--- src/include/spp_pkg.sv ---
package spp_pkg;

  // port geometry
  localparam int unsigned SPP_PINS = 6;
  localparam int unsigned SPP_PL_PINS = 4;
  localparam int unsigned SPP_ADDR_W = 5;
  localparam int unsigned SPP_DUTY_W = 10;

  // register offsets
  localparam logic [4:0] SPP_A_PORT_DATA = 5'h00;
  localparam logic [4:0] SPP_A_DIR = 5'h01;
  localparam logic [4:0] SPP_A_PULL_HIGH = 5'h02;
  localparam logic [4:0] SPP_A_PULL_LOW = 5'h03;
  localparam logic [4:0] SPP_A_OPEN_DRAIN = 5'h04;
  localparam logic [4:0] SPP_A_CHG_SEL = 5'h05;
  localparam logic [4:0] SPP_A_IRQ_FLAG = 5'h06;
  localparam logic [4:0] SPP_A_IRQ_EN = 5'h07;
  localparam logic [4:0] SPP_A_IRQ_EDGE = 5'h08;
  localparam logic [4:0] SPP_A_PWM_B_CTRL = 5'h0a;
  localparam logic [4:0] SPP_A_PWM_B_DUTY = 5'h0c;
  localparam logic [4:0] SPP_A_PWM_C_CTRL = 5'h11;
  localparam logic [4:0] SPP_A_PWM_C_DUTY = 5'h13;
  localparam logic [4:0] SPP_A_PWM_C_HIGH = 5'h14;
  localparam logic [4:0] SPP_A_TIMER_HIGH = 5'h15;
  localparam logic [4:0] SPP_A_POWER_CTRL = 5'h16;
  localparam logic [4:0] SPP_A_IR_CTRL = 5'h17;
  localparam logic [4:0] SPP_A_PWM_A_CTRL = 5'h18;
  localparam logic [4:0] SPP_A_PWM_A_DUTY = 5'h19;
  localparam logic [4:0] SPP_A_BUZZER_CTRL = 5'h1a;
  localparam logic [4:0] SPP_A_TIMER_SRC = 5'h1b;

  // field positions
  localparam int unsigned SPP_B_PORT_CHANGE = 1;
  localparam int unsigned SPP_B_GLOBAL_IRQ = 7;
  localparam int unsigned SPP_B_EXT_SEL = 4;
  localparam int unsigned SPP_B_IR_EN = 0;
  localparam int unsigned SPP_B_IR_POL = 2;
  localparam int unsigned SPP_B_OUT_EN = 7;
  localparam int unsigned SPP_B_ACT_LOW = 6;
  localparam int unsigned SPP_B_BUZ_EN = 7;
  localparam int unsigned SPP_B_UP_SRC = 5;
  localparam int unsigned SPP_B_UP_LOSC = 7;
  localparam int unsigned SPP_B_DN_SRC = 5;
  localparam int unsigned SPP_PL_LSB = 4;
  localparam int unsigned SPP_TH_B_LSB = 2;
  localparam int unsigned SPP_TH_A_LSB = 0;
  localparam int unsigned SPP_TH_R_LSB = 4;

  // reset values
  localparam logic [7:0] SPP_RST_ZERO = 8'h00;
  localparam logic [5:0] SPP_RST_DIR = 6'h3f;
  localparam logic [9:0] SPP_CNT_TOP = 10'h3ff;

  // pad control bundle for one pin
  typedef struct packed {
    logic drv_o;
    logic drv_oe;
    logic pull_hi;
    logic pull_lo;
  } spp_pad_t;

  typedef spp_pad_t [SPP_PINS-1:0] spp_pads_t;

endpackage : spp_pkg

--- src/spp_port.sv ---
`timescale 1ns/100ps
//////////////////////////////////////////////////////////////////////////////
// Function
// - six pins, one data register reads/writes
// - per-pin direction bit selects output
// - pull-high on inputs per enable bit
// - pull-low only pins three to zero
// - open-drain output only pulls low
// - selected pin change sets change flag
// - change irq needs flag, enable, global
// - external irq select uses pin zero
// - external irq suppresses pin zero change
// - ir carrier enable drives pin one if third pwm off
// - pin three optional active-low reset input
// - instruction clock on pin four optionally
// - pin two clocks both timers externally
// - pin two optionally carries first pwm or buzzer
// - second pwm polarity bit, low when one
// - second pwm enable routes to pin zero
// - second pwm duty from timer-high bits
// - third pwm polarity bit, low when one
// - third pwm enable routes to pin one
// - third pwm duty own high field
// - first pwm enable routes to pin two if option set
// - ir polarity gates carrier with data
module spp_port
  import spp_pkg::*;
(
  // clock and reset
  input wire logic clk,
  input wire logic rst_n,
  // register port
  input wire logic [SPP_ADDR_W-1:0] reg_addr,
  input wire logic [7:0] reg_wdata,
  input wire logic reg_wr,
  input wire logic reg_rd,
  output logic [7:0] reg_rdata_ff,
  // shared timer and sources
  input wire logic [9:0] down_count,
  input wire logic ir_carrier_in,
  input wire logic buzzer_in,
  input wire logic inst_clk_in,
  // configuration options and mode
  input wire logic cfg_ext_reset_en,
  input wire logic cfg_clk_out_en,
  input wire logic cfg_pin2_func_en,
  input wire logic mode_run_or_standby,
  // pads
  input wire logic [SPP_PINS-1:0] port_pins_i,
  output spp_pads_t pads_ff,
  // outputs to the core
  output logic port_irq_ff,
  output logic ext_irq_in_ff,
  output logic ext_reset_req_ff,
  output logic up_timer_clk_ff,
  output logic down_timer_clk_ff
);

  ////////////////////////////////////////////////////////////////////////////
  // reset release
  logic rst_s1_ff; // first stage
  logic rst_s2_ff; // released reset used below
  always_ff @(posedge clk or negedge rst_n)
  begin
    if (!rst_n)
    begin
      rst_s1_ff <= 1'b0;
      rst_s2_ff <= 1'b0;
    end
    else
    begin
      rst_s1_ff <= 1'b1;
      rst_s2_ff <= rst_s1_ff;
    end
  end

  ////////////////////////////////////////////////////////////////////////////
  // registers
  logic [5:0] port_data_reg_ff; // output latch
  logic [5:0] pin_direction_reg_ff; // 1 = input
  logic [5:0] pull_high_enable_reg_ff;
  logic [3:0] pull_low_enable_reg_ff; // bits 7:4 of the register
  logic [5:0] open_drain_select_reg_ff;
  logic [5:0] change_detect_select_reg_ff;
  logic [7:0] irq_enable_reg_ff;
  logic [7:0] irq_edge_reg_ff;
  logic [7:0] power_control_reg_one_ff;
  logic [7:0] ir_control_reg_ff;
  logic [7:0] pwm_a_control_ff;
  logic [7:0] pwm_a_duty_low_ff;
  logic [7:0] pwm_b_control_ff;
  logic [7:0] pwm_b_duty_low_ff;
  logic [7:0] pwm_c_control_ff;
  logic [7:0] pwm_c_duty_low_ff;
  logic [1:0] pwm_c_duty_high_ff;
  logic [7:0] timer_high_bits_reg_ff;
  logic [7:0] buzzer_control_reg_ff;
  logic [7:0] timer_src_reg_ff;
  logic port_change_flag_ff;

  // register writes
  always_ff @(posedge clk or negedge rst_s2_ff)
  begin
    if (!rst_s2_ff)
    begin
      port_data_reg_ff <= SPP_RST_ZERO[5:0];
      pin_direction_reg_ff <= SPP_RST_DIR;
      pull_high_enable_reg_ff <= SPP_RST_ZERO[5:0];
      pull_low_enable_reg_ff <= SPP_RST_ZERO[3:0];
      open_drain_select_reg_ff <= SPP_RST_ZERO[5:0];
      change_detect_select_reg_ff <= SPP_RST_ZERO[5:0];
      irq_enable_reg_ff <= SPP_RST_ZERO;
      irq_edge_reg_ff <= SPP_RST_ZERO;
      power_control_reg_one_ff <= SPP_RST_ZERO;
      ir_control_reg_ff <= SPP_RST_ZERO;
      pwm_a_control_ff <= SPP_RST_ZERO;
      pwm_a_duty_low_ff <= SPP_RST_ZERO;
      pwm_b_control_ff <= SPP_RST_ZERO;
      pwm_b_duty_low_ff <= SPP_RST_ZERO;
      pwm_c_control_ff <= SPP_RST_ZERO;
      pwm_c_duty_low_ff <= SPP_RST_ZERO;
      pwm_c_duty_high_ff <= SPP_RST_ZERO[1:0];
      timer_high_bits_reg_ff <= SPP_RST_ZERO;
      buzzer_control_reg_ff <= SPP_RST_ZERO;
      timer_src_reg_ff <= SPP_RST_ZERO;
    end
    else if (reg_wr)
    begin
      unique case (reg_addr)
        SPP_A_PORT_DATA: port_data_reg_ff <= reg_wdata[5:0];
        SPP_A_DIR: pin_direction_reg_ff <= reg_wdata[5:0];
        SPP_A_PULL_HIGH: pull_high_enable_reg_ff <= reg_wdata[5:0];
        SPP_A_PULL_LOW: pull_low_enable_reg_ff <= reg_wdata[7:SPP_PL_LSB];
        SPP_A_OPEN_DRAIN: open_drain_select_reg_ff <= reg_wdata[5:0];
        SPP_A_CHG_SEL: change_detect_select_reg_ff <= reg_wdata[5:0];
        SPP_A_IRQ_EN: irq_enable_reg_ff <= reg_wdata;
        SPP_A_IRQ_EDGE: irq_edge_reg_ff <= reg_wdata;
        SPP_A_POWER_CTRL: power_control_reg_one_ff <= reg_wdata;
        SPP_A_IR_CTRL: ir_control_reg_ff <= reg_wdata;
        SPP_A_PWM_A_CTRL: pwm_a_control_ff <= reg_wdata;
        SPP_A_PWM_A_DUTY: pwm_a_duty_low_ff <= reg_wdata;
        SPP_A_PWM_B_CTRL: pwm_b_control_ff <= reg_wdata;
        SPP_A_PWM_B_DUTY: pwm_b_duty_low_ff <= reg_wdata;
        SPP_A_PWM_C_CTRL: pwm_c_control_ff <= reg_wdata;
        SPP_A_PWM_C_DUTY: pwm_c_duty_low_ff <= reg_wdata;
        SPP_A_PWM_C_HIGH: pwm_c_duty_high_ff <= reg_wdata[1:0];
        SPP_A_TIMER_HIGH: timer_high_bits_reg_ff <= reg_wdata;
        SPP_A_BUZZER_CTRL: buzzer_control_reg_ff <= reg_wdata;
        SPP_A_TIMER_SRC: timer_src_reg_ff <= reg_wdata;
        default: ; // unmapped or read-only
      endcase
    end
  end

  ////////////////////////////////////////////////////////////////////////////
  // pin sampling and change detection
  logic [5:0] pin_sync_ff; // first stage, read only by the next
  logic [5:0] pin_lvl_ff; // synchronised level
  logic [5:0] pin_prev_ff; // previous level
  logic pins_primed_ff; // previous level valid
  logic [5:0] chg_mask; // pins watched for change
  logic chg_event; // any watched pin changed

  // two-stage sampling of pad levels
  always_ff @(posedge clk or negedge rst_s2_ff)
  begin
    if (!rst_s2_ff)
    begin
      pin_sync_ff <= SPP_RST_ZERO[5:0];
      pin_lvl_ff <= SPP_RST_ZERO[5:0];
      pin_prev_ff <= SPP_RST_ZERO[5:0];
      pins_primed_ff <= 1'b0;
    end
    else
    begin
      pin_sync_ff <= port_pins_i;
      pin_lvl_ff <= pin_sync_ff;
      pin_prev_ff <= pin_lvl_ff;
      pins_primed_ff <= 1'b1;
    end
  end

  // external irq owns pin zero when selected
  always_comb
  begin
    chg_mask = change_detect_select_reg_ff;
    if (irq_edge_reg_ff[SPP_B_EXT_SEL])
    begin
      chg_mask[0] = 1'b0;
    end
  end

  assign chg_event = pins_primed_ff && |((pin_lvl_ff ^ pin_prev_ff) & chg_mask);

  // sticky change flag; a set beats a clear in the same cycle
  always_ff @(posedge clk or negedge rst_s2_ff)
  begin
    if (!rst_s2_ff)
    begin
      port_change_flag_ff <= 1'b0;
    end
    else if (chg_event)
    begin
      port_change_flag_ff <= 1'b1;
    end
    else if (reg_wr && reg_addr == SPP_A_IRQ_FLAG && !reg_wdata[SPP_B_PORT_CHANGE])
    begin
      port_change_flag_ff <= 1'b0;
    end
  end

  ////////////////////////////////////////////////////////////////////////////
  // pwm compare against the shared down-counter
  logic [9:0] duty_a; // first channel duty
  logic [9:0] duty_b; // second channel duty
  logic [9:0] duty_c; // third channel duty
  logic pwm_a_wave;
  logic pwm_b_wave;
  logic pwm_c_wave;

  assign duty_a = {timer_high_bits_reg_ff[SPP_TH_A_LSB +: 2], pwm_a_duty_low_ff};
  assign duty_b = {timer_high_bits_reg_ff[SPP_TH_B_LSB +: 2], pwm_b_duty_low_ff};
  assign duty_c = {pwm_c_duty_high_ff, pwm_c_duty_low_ff};

  // active while counter at or below duty, then polarity
  assign pwm_a_wave = (down_count <= duty_a) ^ pwm_a_control_ff[SPP_B_ACT_LOW];
  assign pwm_b_wave = (down_count <= duty_b) ^ pwm_b_control_ff[SPP_B_ACT_LOW];
  assign pwm_c_wave = (down_count <= duty_c) ^ pwm_c_control_ff[SPP_B_ACT_LOW];

  ////////////////////////////////////////////////////////////////////////////
  // pad drive: special functions override the latch
  logic [5:0] sf_en; // special function owns the pin
  logic [5:0] sf_dat; // special function level
  logic ir_gated; // carrier gated by latch data
  logic pin2_pwm;
  logic pin2_buz;
  spp_pads_t nxt_pads;

  assign ir_gated = ir_carrier_in &
    (port_data_reg_ff[1] ^ ir_control_reg_ff[SPP_B_IR_POL]);
  assign pin2_pwm = pwm_a_control_ff[SPP_B_OUT_EN] & cfg_pin2_func_en;
  assign pin2_buz = buzzer_control_reg_ff[SPP_B_BUZ_EN] & cfg_pin2_func_en;

  // special function select per pin
  always_comb
  begin
    sf_en = 6'h00;
    sf_dat = 6'h00;
    sf_en[0] = pwm_b_control_ff[SPP_B_OUT_EN];
    sf_dat[0] = pwm_b_wave;
    if (pwm_c_control_ff[SPP_B_OUT_EN])
    begin
      sf_en[1] = 1'b1;
      sf_dat[1] = pwm_c_wave;
    end
    else if (ir_control_reg_ff[SPP_B_IR_EN])
    begin
      sf_en[1] = 1'b1;
      sf_dat[1] = ir_gated;
    end
    sf_en[2] = pin2_pwm | pin2_buz;
    sf_dat[2] = pin2_pwm ? pwm_a_wave : buzzer_in;
    sf_en[4] = cfg_clk_out_en & mode_run_or_standby;
    sf_dat[4] = inst_clk_in;
  end

  // one generate entry per pin
  for (genvar gi = 0; gi < SPP_PINS; gi++)
  begin : g_pad
    logic is_out; // pin drives
    logic lvl; // level to drive
    logic ext_rst_pin; // pin held as reset input
    assign ext_rst_pin = (gi == 3) && cfg_ext_reset_en;
    assign is_out = !ext_rst_pin && (sf_en[gi] || !pin_direction_reg_ff[gi]);
    assign lvl = sf_en[gi] ? sf_dat[gi] : port_data_reg_ff[gi];
    always_comb
    begin
      nxt_pads[gi].drv_o = lvl;
      // open drain drives only when low
      nxt_pads[gi].drv_oe = is_out && !(open_drain_select_reg_ff[gi] && lvl);
      nxt_pads[gi].pull_hi = !is_out && pull_high_enable_reg_ff[gi];
      if (gi < SPP_PL_PINS)
      begin
        // index folded so the upper pins never select past the field
        nxt_pads[gi].pull_lo = !is_out && pull_low_enable_reg_ff[gi % SPP_PL_PINS];
      end
      else
      begin
        nxt_pads[gi].pull_lo = 1'b0;
      end
    end
  end

  // registered pad controls
  always_ff @(posedge clk or negedge rst_s2_ff)
  begin
    if (!rst_s2_ff)
    begin
      pads_ff <= '0;
    end
    else
    begin
      pads_ff <= nxt_pads;
    end
  end

  ////////////////////////////////////////////////////////////////////////////
  // core-facing signals
  always_ff @(posedge clk or negedge rst_s2_ff)
  begin
    if (!rst_s2_ff)
    begin
      port_irq_ff <= 1'b0;
      ext_irq_in_ff <= 1'b0;
      ext_reset_req_ff <= 1'b0;
      up_timer_clk_ff <= 1'b0;
      down_timer_clk_ff <= 1'b0;
    end
    else
    begin
      port_irq_ff <= port_change_flag_ff & irq_enable_reg_ff[SPP_B_PORT_CHANGE] &
        power_control_reg_one_ff[SPP_B_GLOBAL_IRQ];
      ext_irq_in_ff <= irq_edge_reg_ff[SPP_B_EXT_SEL] & pin_lvl_ff[0];
      ext_reset_req_ff <= cfg_ext_reset_en & !pin_lvl_ff[3];
      up_timer_clk_ff <= timer_src_reg_ff[SPP_B_UP_SRC] &
        !timer_src_reg_ff[SPP_B_UP_LOSC] & pin_lvl_ff[2];
      down_timer_clk_ff <= timer_src_reg_ff[SPP_B_DN_SRC] & pin_lvl_ff[2];
    end
  end

  ////////////////////////////////////////////////////////////////////////////
  // read data, valid the cycle after the strobe
  logic [7:0] nxt_rdata;
  always_comb
  begin
    nxt_rdata = SPP_RST_ZERO;
    unique case (reg_addr)
      SPP_A_PORT_DATA: nxt_rdata = {2'b00, pin_lvl_ff};
      SPP_A_DIR: nxt_rdata = {2'b00, pin_direction_reg_ff};
      SPP_A_PULL_HIGH: nxt_rdata = {2'b00, pull_high_enable_reg_ff};
      SPP_A_PULL_LOW: nxt_rdata = {pull_low_enable_reg_ff, 4'h0};
      SPP_A_OPEN_DRAIN: nxt_rdata = {2'b00, open_drain_select_reg_ff};
      SPP_A_CHG_SEL: nxt_rdata = {2'b00, change_detect_select_reg_ff};
      SPP_A_IRQ_FLAG: nxt_rdata[SPP_B_PORT_CHANGE] = port_change_flag_ff;
      SPP_A_IRQ_EN: nxt_rdata = irq_enable_reg_ff;
      SPP_A_IRQ_EDGE: nxt_rdata = irq_edge_reg_ff;
      SPP_A_POWER_CTRL: nxt_rdata = power_control_reg_one_ff;
      SPP_A_TIMER_HIGH: nxt_rdata = timer_high_bits_reg_ff;
      SPP_A_TIMER_SRC: nxt_rdata = timer_src_reg_ff;
      default: nxt_rdata = SPP_RST_ZERO; // write-only or unmapped
    endcase
  end

  always_ff @(posedge clk or negedge rst_s2_ff)
  begin
    if (!rst_s2_ff)
    begin
      reg_rdata_ff <= SPP_RST_ZERO;
    end
    else if (reg_rd)
    begin
      reg_rdata_ff <= nxt_rdata;
    end
    else
    begin
      reg_rdata_ff <= SPP_RST_ZERO;
    end
  end

endmodule : spp_port

--- config.mk ---
export PLATFORM = sky130hd
export DESIGN_NAME = spp_port
export DESIGN_NICKNAME = d
export VERILOG_FILES = /design/src/include/spp_pkg.sv /design/src/spp_port.sv
export SDC_FILE = /design/constraint.sdc
export NUM_CORES = 1
export LEC_CHECK = 0
export ABC_AREA = 1
export BUFFER_PORTS_ARGS = -buffer_cell sky130_fd_sc_hd__buf_2
export CAP_MARGIN = 15
export CORE_AREA = 4 4 123 125
export DETAILED_ROUTE_END_ITERATION = 8
export DIE_AREA = 0 0 127 129
export PLACE_DENSITY_LB_ADDON = 0.2
export RECOVER_POWER = 50
export SLEW_MARGIN = 10
export SYNTH_ARGS = -nofsm -noshare
export SYNTH_HDL_FRONTEND = slang
export SYNTH_SLANG_ARGS = --single-unit
--- constraint.sdc ---
create_clock -name clk -period 4.8 [get_ports clk]
set_clock_uncertainty 0.05 [all_clocks]
set_input_delay 0.48 -clock clk [delete_from_list [all_inputs] [get_ports clk]]
set_output_delay 0.48 -clock clk [all_outputs]
set_load 0.02 [all_outputs]
==> key figures <==
Worst setup path
  – Worst Reg2Reg Path Length in Cells: 1
  – CP Capture Type: asynchronous set/reset pin
  – Flop-to-flop setup slack: 2740 ps
  – Required time of the critical path: 5230 ps
  – CP startpoint kind: register
  – Critical-path top delay cell: dfrtp_1
  – Worst Setup EP: pwm_a_duty_low_ff[1]
  – Crit path kind: reg2async
  – RR Endpoint: pwm_a_duty_low_ff[1]
  – Critical Path Start: rst_s2_ff
  – Critical path cell sequence: buf_12
  – FF-to-FF Start: rst_s2_ff
  – Cell depth of the worst setup path: 1
  – Critical path's top delay family: flip-flops
  – Slowest cell delay on critical path: 1370 ps
  – Worst Path Arrival: 2490 ps
  – Crit path buffers/inverters: 1
  – Crit Path Max Fanout: 129

Synth
  – Yosys reg bits: 166
  – Top FF cell, synth: dfrtp_1
  – Netlist Area Pre-Place: 7320 µm²
  – Ys Warns: 0
  – Seq/Total Area, Yosys: 56.9%
  – Distinct cells, synth: 41
  – Async SR Flop Fraction: 100%
  – Syn avg cell area: 8.92 µm²
  – Post-synth EDFFs: 0
  – Mapped Cells: 820

CTS
  – CTS H-Tree Depth: 4
  – Num CTS Buffers: 17
  – CTS tree: done
  – Root Driver: clkbuf_16
  – Post-CTS Setup Inserts: 0
  – Clk sinks: 166
  – Register clock-pin slew on the reported worst setup and hold paths: 60 ps
  – Clk_lat worst skew: 430 ps
  – Clock Tree Buf Depth: 2

Layout
  – Register area: 4160 µm²
  – Filler cells: 1249
  – ANT cells: 0
  – Syn-to-layout area delta: 14.3%
  – Multi-input logic area: 2610 µm²
  – Fin area: 8370 µm²
  – Commonest non-fill, non-tap cell in the layout: nand2_1
  – Nets: 963
  – Share of cells above drive strength 1: 9.16%
  – Commonest non-fill, non-tap cells in the layout: nand2_1 (235), dfrtp_1 (160), o21ai_0 (112)

Timing
  – Final period utilization: 42.9%
  – Fmax: 0.486 GHz
  – Post-Route Setup TNS: 0 ps
  – Final hold vios: 0
  – Worst Max-Slew Pin Slew: 1520 ps
  – Slew HR: -1.54%
  – Min Clock Period, post-route: 2060 ps
  – RSZ-0062 raised after global routing: no
  – Slew Viols, Final: 36
  – Final setup violation count: 0

GRT
  – Gr ovfl total: 0
  – First-pass GRT wire length: 28.2 mm
  – Total GRT Usage: 22.5%
  – Number of global-route vias before repair: 5380
  – Largest net degree at the start of global routing: 130
  – Initial antenna violation count: 1

Placement
  – I/O Buffers: 74
  – Cell area after placement: 7830 µm²
  – GP Congestion: 0.937
  – Dpl hpwl: 12.5 mm

Detailed routing
  – Post-DRT Antenna Nets: 0
  – Residual DRC: 0
  – Starting DRT DRC Count: 444
  – Wire length per cell: 16.2 µm
  – Vias/cell: 5.21
  – Final wirelength: 17.6 mm
  – DR pass1 iterations: 5
  – Via Count: 5663

Min path
  – Hold Crit Class: in2reg

Pwr
  – Peak supply drop: 0.311 mV
  – Leak: 4.16 nW
  – Pwr dens: 443 nW/µm²

Run status
  – Status: complete, but fails checks
  – Failing checks: capacitance limit, slew limit

Floorplan
  – DIE AREA: 16400 µm²
  – Die Y-Extent: 129 µm
  – Core ar.: 13900 µm²
  – DIE WIDTH: 127 µm
  – Num rows: 43
  – Initial Util: 52.7%
  – Ports: 77

Run
  – MaxCap Viol Count: 1
==> registers in the layout (all words and copies together) (netlist names), 8 cells and up <==
register                  flops
pwm_a_duty_low_ff             8
pwm_b_duty_low_ff             8
reg_rdata_ff                  8
pwm_c_duty_low_ff             8
timer_high_bits_reg_ff        8
irq_enable_reg_ff             8
power_control_reg_one_ff      8
pads_ff                      22
timer_src_reg_ff              8
irq_edge_reg_ff               8
==> routing by layer <==
layer	vias to the layer above	global-route usage [%]	wire [µm]
met2	184	34.0	7990
met4	2	7.63	379
met1	2665	31.7	8050
met3	34	6.10	1190
met5	-	0	7
li1	2778	-	-
==> cell families after synthesis <==
group / Yosys count / synth area share [%]
other cells: 2 / 0.103
fa+ha+maj: 30 / 5.13
flops: 166 / 56.9
xor+xnor: 2 / 0.239
buf+inv: 132 / 7.13
compound gates: 167 / 12.5
simple gates: 321 / 18.0
==> worst min path at each step <==
| stage | from | end | slack, ps | cells after the start |
|---|---|---|---|---|
| floorplan | rst_n | rst_s1_ff | 130 | 0 |
| global placement | rst_n | rst_s1_ff | 220 | 1 |
| detailed placement | rst_n | rst_s1_ff | 220 | 1 |
| CTS | port_pins_i[3] | pin_sync_ff[3] | 90 | 1 |
| global route | port_pins_i[3] | pin_sync_ff[3] | 80 | 1 |
| finish | port_pins_i[0] | pin_sync_ff[0] | 100 | 1 |
==> Yosys cell counts, drive strengths merged, types with 3 or more instances <==
master / number / area [µm²]
nor3: 5 / 30.0
dfstp: 6 / 158
inv: 107 / 402
a221oi: 3 / 26.3
ha: 30 / 375
nand4: 6 / 43.8
dfrtp: 160 / 4000
buf: 13 / 75.1
a21oi: 22 / 110
nand3: 23 / 115
nand2: 235 / 895
a22oi: 3 / 22.5
nor2: 48 / 208
o21ai: 119 / 596
o22ai: 3 / 18.8
a22o: 4 / 35.0
clkbuf: 11 / 41.3
==> power breakdown <==
group	internal, mW	switching, mW
combinational	0.200	0.360
sequential	1.62	0.144
clock	0.814	0.562
total	2.64	1.07
==> repair_timing <==
action,4_1_cts,5_1_grt
hold buffers,1,0
hold endpoints to repair,2,0
gates resized for setup,0,0
==> metrics by stage <==
stage          instances  util [%]  worst slack, ps  hold WS [ps]  total power, mW
6_report            1086      60.3             2740           105             3.70
5_1_grt             1086      60.3             2410          81.8             3.92
4_1_cts             1086      60.8             2990          88.7             3.74
3_5_place_dp        1053      56.4             2800           216             2.36
3_3_place_gp        1053      56.4             2820           217             2.34
2_1_floorplan        822         -             2010           134             2.16
==> layout make-up <==
cell class | instances | share of cell area [%]
Clock buffer | 20 | 5.58
Clock inverter | 12 | 1.67
Inverter | 108 | 4.85
Multi-Input combinational cell | 524 | 31.2
Sequential cell | 166 | 49.7
Tap cell | 180 | 2.69
Timing Repair Buffer | 76 | 4.23
Power figures use the tool's default switching activity.
